<file path="src/ebc_map.vh">
`ifndef EBC_MAP_VH
`define EBC_MAP_VH
// =====================================================================
// Bus modes
`define EBC_MODE_SINGLE 3'h0
`define EBC_MODE_D16_DEMUX 3'h1
`define EBC_MODE_D16_MUX 3'h2
`define EBC_MODE_D8_MUX 3'h3
`define EBC_MODE_D8_DEMUX 3'h4
// Address width codes
`define EBC_AW_16 2'h0
`define EBC_AW_18 2'h1
`define EBC_AW_20 2'h2
`define EBC_AW_22 2'h3
// Bus config field layout (16 bits)
`define EBC_CFG_MODE_LO 0
`define EBC_CFG_MODE_HI 2
`define EBC_CFG_MCT_LO 3
`define EBC_CFG_MCT_HI 6
`define EBC_CFG_TRI_BIT 7
`define EBC_CFG_ALE_BIT 8
`define EBC_CFG_RWD_BIT 9
`define EBC_CFG_EN_BIT 10
// Window select layout: base [15:4], size code [3:0]
`define EBC_SEL_SIZE_LO 0
`define EBC_SEL_SIZE_HI 3
`define EBC_SEL_BASE_LO 4
`define EBC_SEL_BASE_HI 15
// Reset values
`define EBC_DEFAULT_CFG_RST 16'h0000
`define EBC_WIN_CFG_RST 16'h0000
`define EBC_WIN_SEL_RST 16'h0000
// Fixed phase lengths in cycles
`define EBC_ALE_BASE 4'h1
`define EBC_TRI_BASE 4'h0
`endif

</file>
<file path="src/ebc_external_bus_ctrl.v">
`timescale 1ns/1ps
`default_nettype none
`include "ebc_map.vh"
// Function
// Single-chip mode or four external modes
// Address width 16/18/20/22, 8/16 data
// Demux: address on address port, data separately
// Mux: data port carries address then data
// Cycle, tristate, ALE, RW delay programmable
// Four windows, select plus config pairs
// Window 4 beats 3, 2 beats 1
// Outside windows use default config
// Four chip selects: three windows plus default
// Unlatched bit gives combinational chip selects; here cs_n is registered from the decode while idle
// 1M/256K/64K space: four/two/no segment lines
// 4 Mbyte space drives six segment lines
// CAN on segment port limits to A19..A16
// Up to 4 Mbytes external space
// Partner latches address on ALE strobe
module ebc_external_bus_ctrl (
   // Clock and reset
   input wire clk_sys,
   input wire rst,
   input wire clk_en,
   // Configuration
   input wire [2:0] global_mode,
   input wire [1:0] addr_width,
   input wire chip_select_unlatched_cfg,
   input wire can_on_segment_port,
   input wire [15:0] default_bus_config,
   input wire [63:0] window_bus_config,
   input wire [63:0] window_address_select,
   // Internal access request
   input wire req_valid,
   input wire req_write,
   input wire req_byte,
   input wire [21:0] req_addr,
   input wire [15:0] req_wdata,
   output reg req_ready,
   output reg rsp_valid,
   output reg [15:0] rsp_rdata,
   // External pins
   output reg [15:0] demux_address_port,
   output reg [5:0] segment_address,
   output reg [5:0] segment_address_oe,
   output reg [15:0] shared_data_port_out,
   output reg [15:0] shared_data_port_oe,
   input wire [15:0] shared_data_port_in,
   output reg ale,
   output reg rd_n,
   output reg wr_n,
   output reg [3:0] cs_n,
   output reg busy
);
   // =====================================================================
   // States
   localparam ST_IDLE = 3'h0;
   localparam ST_ALE = 3'h1;
   localparam ST_TRI = 3'h2;
   localparam ST_DLY = 3'h3;
   localparam ST_ACC = 3'h4;
   localparam ST_END = 3'h5;

   reg [2:0] state;
   reg [3:0] cnt;
   reg [15:0] cfg;
   reg [15:0] wdata;
   reg write;
   reg [3:0] cs_lat;
   wire [3:0] hit;
   reg [15:0] sel_cfg;
   reg [3:0] sel_cs;
   reg [5:0] seg_oe;
   wire [2:0] cur_mode;
   wire is_mux;
   wire is_d8;

   // =====================================================================
   // Window decode
   genvar g;
   generate
      for (g = 0; g < 4; g = g + 1) begin : win
         ebc_window_match u_match (
            .enable(window_bus_config[16*g+`EBC_CFG_EN_BIT]),
            .window_address_select(window_address_select[16*g+15:16*g]),
            .addr(req_addr),
            .hit(hit[g])
         );
      end
   endgenerate

   always @* begin
      // Priority: 4 over 3, 2 over 1, else default
      if (hit[3]) begin
         sel_cfg = window_bus_config[63:48];
         sel_cs = 4'h8;
      end else if (hit[2]) begin
         sel_cfg = window_bus_config[47:32];
         sel_cs = 4'h4;
      end else if (hit[1]) begin
         sel_cfg = window_bus_config[31:16];
         sel_cs = 4'h2;
      end else if (hit[0]) begin
         sel_cfg = window_bus_config[15:0];
         sel_cs = 4'h0;
      end else begin
         sel_cfg = default_bus_config;
         sel_cs = 4'h1;
      end
      // Window 1 has no chip select; windows 2..4 and default do
   end

   always @* begin
      case (addr_width)
         `EBC_AW_16: begin
            seg_oe = 6'h00;
         end
         `EBC_AW_18: begin
            seg_oe = 6'h03;
         end
         `EBC_AW_20: begin
            seg_oe = 6'h0f;
         end
         default: begin
            seg_oe = 6'h3f;
         end
      endcase
      if (can_on_segment_port) begin
         seg_oe = seg_oe & 6'h0f;
      end
   end

   assign cur_mode = cfg[`EBC_CFG_MODE_HI:`EBC_CFG_MODE_LO];
   assign is_mux = (cur_mode == `EBC_MODE_D16_MUX) ||
      (cur_mode == `EBC_MODE_D8_MUX);
   assign is_d8 = (cur_mode == `EBC_MODE_D8_MUX) ||
      (cur_mode == `EBC_MODE_D8_DEMUX);

   // =====================================================================
   // Bus cycle sequencer
   always @(posedge clk_sys or posedge rst) begin
      if (rst) begin
         state <= ST_IDLE;
         cnt <= 4'h0;
         cfg <= `EBC_DEFAULT_CFG_RST;
         wdata <= 16'h0000;
         write <= 1'b0;
         cs_lat <= 4'h0;
         req_ready <= 1'b0;
         rsp_valid <= 1'b0;
         rsp_rdata <= 16'h0000;
         demux_address_port <= 16'h0000;
         segment_address <= 6'h00;
         segment_address_oe <= 6'h00;
         shared_data_port_out <= 16'h0000;
         shared_data_port_oe <= 16'h0000;
         ale <= 1'b0;
         rd_n <= 1'b1;
         wr_n <= 1'b1;
         cs_n <= 4'hf;
         busy <= 1'b0;
      end else if (clk_en) begin
         req_ready <= 1'b0;
         rsp_valid <= 1'b0;
         segment_address_oe <= (global_mode == `EBC_MODE_SINGLE) ?
            6'h00 : seg_oe;
         if (chip_select_unlatched_cfg && state == ST_IDLE) begin
            cs_n <= (global_mode == `EBC_MODE_SINGLE) ? 4'hf :
               ~sel_cs;
         end
         case (state)
            ST_IDLE: begin
               busy <= 1'b0;
               if (!chip_select_unlatched_cfg) begin
                  cs_n <= 4'hf;
               end
               if (req_valid && !req_ready &&
                  global_mode != `EBC_MODE_SINGLE) begin
                  // Single-chip mode never starts a cycle
                  cfg <= sel_cfg;
                  wdata <= req_byte ? {8'h00, req_wdata[7:0]} : req_wdata;
                  write <= req_write;
                  cs_lat <= sel_cs;
                  busy <= 1'b1;
                  demux_address_port <= req_addr[15:0];
                  segment_address <= req_addr[21:16] & seg_oe;
                  ale <= 1'b1;
                  cnt <= `EBC_ALE_BASE + {3'h0, sel_cfg[`EBC_CFG_ALE_BIT]};
                  if (sel_cfg[`EBC_CFG_MODE_HI:`EBC_CFG_MODE_LO] ==
                     `EBC_MODE_D16_MUX || sel_cfg[`EBC_CFG_MODE_HI:
                     `EBC_CFG_MODE_LO] == `EBC_MODE_D8_MUX) begin
                     shared_data_port_out <= req_addr[15:0];
                     shared_data_port_oe <= 16'hffff;
                  end
                  state <= ST_ALE;
               end
            end
            ST_ALE: begin
               if (!chip_select_unlatched_cfg) begin
                  cs_n <= ~cs_lat;
               end
               if (cnt <= 4'h1) begin
                  ale <= 1'b0;
                  cnt <= `EBC_TRI_BASE + {3'h0, cfg[`EBC_CFG_TRI_BIT]};
                  state <= ST_TRI;
               end else begin
                  cnt <= cnt - 4'h1;
               end
            end
            ST_TRI: begin
               // Address phase ends on shared port after the strobe falls
               if (is_mux) begin
                  shared_data_port_oe <= 16'h0000;
               end
               if (cnt == 4'h0) begin
                  cnt <= {3'h0, cfg[`EBC_CFG_RWD_BIT]};
                  state <= ST_DLY;
               end else begin
                  cnt <= cnt - 4'h1;
               end
            end
            ST_DLY: begin
               if (write) begin
                  shared_data_port_out <= wdata;
                  shared_data_port_oe <= is_d8 ? 16'h00ff : 16'hffff;
               end
               if (cnt == 4'h0) begin
                  rd_n <= write;
                  wr_n <= ~write;
                  cnt <= cfg[`EBC_CFG_MCT_HI:`EBC_CFG_MCT_LO];
                  state <= ST_ACC;
               end else begin
                  cnt <= cnt - 4'h1;
               end
            end
            ST_ACC: begin
               if (cnt == 4'h0) begin
                  rd_n <= 1'b1;
                  wr_n <= 1'b1;
                  rsp_rdata <= is_d8 ? {8'h00, shared_data_port_in[7:0]} :
                     shared_data_port_in;
                  state <= ST_END;
               end else begin
                  cnt <= cnt - 4'h1;
               end
            end
            ST_END: begin
               shared_data_port_oe <= 16'h0000;
               rsp_valid <= 1'b1;
               req_ready <= 1'b1;
               if (!chip_select_unlatched_cfg) begin
                  cs_n <= 4'hf;
               end
               state <= ST_IDLE;
            end
            default: begin
               state <= ST_IDLE;
            end
         endcase
      end
   end
endmodule // ebc_external_bus_ctrl
`default_nettype wire

</file>
<file path="src/ebc_window_match.v">
`timescale 1ns/1ps
`default_nettype none
`include "ebc_map.vh"
// =====================================================================
// Window match: one address window compare
module ebc_window_match (
   // Window definition
   input wire enable,
   input wire [15:0] window_address_select,
   // Address under test
   input wire [21:0] addr,
   // Result
   output reg hit
);
   wire [3:0] size_code;
   wire [11:0] base;
   reg [11:0] mask;
   integer i;
   assign size_code = window_address_select[`EBC_SEL_SIZE_HI:`EBC_SEL_SIZE_LO];
   assign base = window_address_select[`EBC_SEL_BASE_HI:`EBC_SEL_BASE_LO];
   always @* begin
      // Window covers 1 KB << size_code; compare the upper 12 bits
      for (i = 0; i < 12; i = i + 1) begin
         mask[i] = (i >= size_code) ? 1'b1 : 1'b0;
      end
      hit = enable & (((addr[21:10] ^ base) & mask) == 12'h000);
   end
endmodule // ebc_window_match
`default_nettype wire

</file>
<file path="config.mk">
export PLATFORM = sky130hd
export DESIGN_NAME = ebc_external_bus_ctrl
export DESIGN_NICKNAME = d
export VERILOG_FILES = /design/src/ebc_external_bus_ctrl.v /design/src/ebc_window_match.v
export VERILOG_INCLUDE_DIRS = /design/src
export SDC_FILE = /design/constraint.sdc
export NUM_CORES = 1
export LEC_CHECK = 0
export BUFFER_PORTS_ARGS = -buffer_cell sky130_fd_sc_hd__buf_2
export CAP_MARGIN = 20
export CORE_MARGIN = 2
export CORE_UTILIZATION = 48
export DETAILED_ROUTE_END_ITERATION = 8
export PLACE_DENSITY = 0.93
export SLEW_MARGIN = 25
export SYNTH_ARGS = -nofsm -noshare
export SYNTH_HDL_FRONTEND = slang
export SYNTH_SLANG_ARGS = --single-unit
</file>
<file path="constraint.sdc">
create_clock -name clk_sys -period 4.5 [get_ports clk_sys]
set_clock_uncertainty 0.2 [all_clocks]
set_input_delay 0.45 -clock clk_sys [delete_from_list [all_inputs] [get_ports clk_sys]]
set_output_delay 0.45 -clock clk_sys [all_outputs]
set_load 0.005 [all_outputs]
</file>
==> flow_metrics.env <==
export IMPL_cp_max_fo=17
export IMPL_dp_hpwl_um=13430
export IMPL_met1_length_um=7257
export IMPL_die_h_um=118.9
export IMPL_arrival_ns=3.53
export IMPL_peakVddDrop_mv=0.3631
export IMPL_period_share_pct=77.55
export IMPL_synth_nets=902
export IMPL_clock_latency_ns=0.35
export IMPL_post_drt_wl_per_cell_um=16.21
export IMPL_rsz0062_at_grt="no"
export IMPL_gp_congestion=1.040
export IMPL_rr_endpoint="cfg[3]"
export IMPL_dpl_worst_slack_ns=0.7038
export IMPL_synth_cells=689
export IMPL_coreArea_mm2=0.01277
export IMPL_top_layer="met4"
export IMPL_slew_headroom_pct=33.37
export IMPL_dp_cells=1081
export IMPL_cts_sinks=105
export IMPL_drive_gt1_share_pct=39.57
export IMPL_finalWirelength_um=17780
export IMPL_setup_worst_path_end="shared_data_port_out[5]"
export IMPL_tns_ns=0
export IMPL_netlist_area_mm2=0.006332
export IMPL_vias_per_cell=5.468
export IMPL_htreeDepth=3
export IMPL_final_cells=1097
export IMPL_initial_core_util_pct=49.57
export IMPL_finalPower_w=0.004165
export IMPL_power_density_mw_per_mm2=525.1
export IMPL_period_needed_ns=3.490
export IMPL_timing_rr_start="state[0]"
export IMPL_ant_nets=0
export IMPL_die_w_um=118.9
export IMPL_syn_area_per_cell_um2=9.191
export IMPL_grt_antenna_before_repair=0
export IMPL_first_pass_iters=6
export IMPL_portBuffers=270
export IMPL_grt_use_total_pct=24.86
export IMPL_cts_setup_buffers=0
export IMPL_die_area_mm2=0.01413
export IMPL_synth_seq_area_share_pct=41.61
export IMPL_wl_met3_um=1319
export IMPL_grt_pass1_wl_um=28010
export IMPL_crit_path_end_kind="flip-flop"
export IMPL_final_max_slew_viol_count=0
export IMPL_numCtsBuffers=9
export IMPL_synth_distinct_cells=68
export IMPL_reg2reg_setup_slack_ns=1.66
export IMPL_cts_tree="done"
export IMPL_synth_edff_count=0
export IMPL_grt_pass1_vias=5627
export IMPL_hold_class="in -> async"
export IMPL_synthArstFlopShare_pct=100.0
export IMPL_rows=41
export IMPL_status="finished clean"
export IMPL_cp_start_kind="input port"
export IMPL_synthFlopType="dfrtp_1"
export IMPL_crit_required_ns=4.54
export IMPL_vias=5998
export IMPL_hold_violations=0
export IMPL_drcViolationCount=0
export IMPL_ios=297
export IMPL_antenna_cells=0
export IMPL_fin_ws_ns=1.010
export IMPL_clk_pin_slew_worst_paths_ns=0.07
export IMPL_max_freq_ghz=0.2866
export IMPL_dr_wl_met2_um=8842
export IMPL_area_delta_synth_final_pct=25.25
export IMPL_tightest_slew_ns=0.9970
export IMPL_worstRegToRegCells=4
export IMPL_ctsResizeCount=0
export IMPL_grt_max_degree=66
export IMPL_criticalPathCategory="in -> reg"
export IMPL_cts_hold_buf=0
export IMPL_clock_path_buffers=2
export IMPL_nets=1133
export IMPL_yosysWarnings=0
export IMPL_final_common_cell="buf_2"
export IMPL_mostFrequentLayoutCells="270 x buf_2, 154 x nand2_1, 99 x dfrtp_1"
export IMPL_leakage_nw=4.026
export IMPL_cp_startpoint="window_address_select[1]"
export IMPL_cap_violations=0
export IMPL_drt_iter0_drc=504
export IMPL_finalSetupViolCount=0
export IMPL_synth_seq_cells=105
export IMPL_root_buffer="clkbuf_16"
export IMPL_overflow=0
[worst min-delay path by stage]
stage	from	end	slack (ns)
2_1_floorplan	wdata[0]	wdata[0]	0.24
3_3_place_gp	demux_address_port[7]	demux_address_port[7]	0.26
3_5_place_dp	demux_address_port[5]	demux_address_port[5]	0.26
4_1_cts	req_wdata[0]	wdata[0]	0.07
5_1_grt	req_wdata[5]	wdata[5]	0.07
6_report	rst	shared_data_port_out[1]	0.07
[registers in the layout, indices dropped and copies added (netlist names)]
| register | flops |
|---|---|
| wr_n | 1 |
| rsp_valid | 1 |
| wdata | 16 |
| state | 3 |
| shared_data_port_out | 16 |
| write | 1 |
| cfg | 9 |
| cs_lat | 4 |
| segment_address | 6 |
| cs_n | 4 |
| ale | 1 |
| demux_address_port | 16 |
| segment_address_oe | 3 |
| rsp_rdata | 16 |
| cnt | 4 |
| rd_n | 1 |
| busy | 1 |
| shared_data_port_oe | 2 |
[critical path, cell delays in order]
cell     delay, ns
buf_2         0.15
and3_1        0.18
o21ai_1       0.31
nor2_1        0.08
o21ai_0       0.63
nor2_4        0.19
mux2i_1       0.22
a221o_2       0.48
o21ai_4       0.13
buf_4         0.30
mux2_2        0.38
[final cells by class]
cell class / count / area, um2
clock buffers: 10 / 229.0
clock inverters: 6 / 90.09
flip-flops and latches: 105 / 2635
multi-input cells: 507 / 3284
fillers: 1062 / 4842
repair buffers: 276 / 1396
well taps: 172 / 215.2
inverters: 21 / 81.33
[where the power goes]
part           switching [W]  total, W  internal (W)
clock               0.000359  0.000849      0.000490
combinational       0.000844   0.00167      0.000825
sequential          0.000286   0.00165       0.00136
total                0.00149   0.00416       0.00268
[cell families after synthesis]
group,count (synthesis),synth area share [%]
AOI/OAI and AO/OA,148,15.97
xor gates and xnor gates,49,7.014
adders and majority gates,2,0.3951
buffers and inverters,77,6.817
DFF,105,41.61
muxes,60,11.03
and+or+nand+nor,248,17.17
[cells in the mapped netlist, drive strengths merged, types with 5 or more instances]
master / instances / area share (%)
clkbuf: 23 / 1.4
buf: 33 / 4.2
nor3: 11 / 0.87
a22o: 7 / 0.97
and3: 6 / 0.59
a21oi: 23 / 1.9
xnor2: 35 / 5.1
nand3: 9 / 0.71
dfstp: 6 / 2.5
nand2b: 9 / 0.89
nand2: 154 / 9.1
xor2: 14 / 1.9
o211ai: 6 / 0.79
o22ai: 8 / 0.79
and2: 8 / 0.79
nor2: 32 / 2.0
dfrtp: 99 / 39
inv: 20 / 1.2
a31oi: 8 / 0.79
mux2: 51 / 9.6
mux2i: 9 / 1.4
o21ai: 52 / 4.3
a21o: 6 / 0.73
o41ai: 5 / 0.99
o31ai: 6 / 0.71
[metal layers]
metal	track usage [%]	vias up
li1	-	2818
met1	31.18	2849
met2	42.03	293
met3	6.274	38
met4	7.961	0
met5	0	-
[metrics by stage]
stage / hold WS, ns / area [um2] / utilization (%)
floorplan: 0.2417 / 6332 / -
global placement: 0.2552 / 7612 / 59.59
detailed placement: 0.2617 / 7612 / 59.59
CTS: 0.06735 / 7931 / 62.09
global route: 0.07371 / 7931 / 62.09
finish: 0.07150 / 7931 / 62.09
Power figures use the tool's default switching activity.
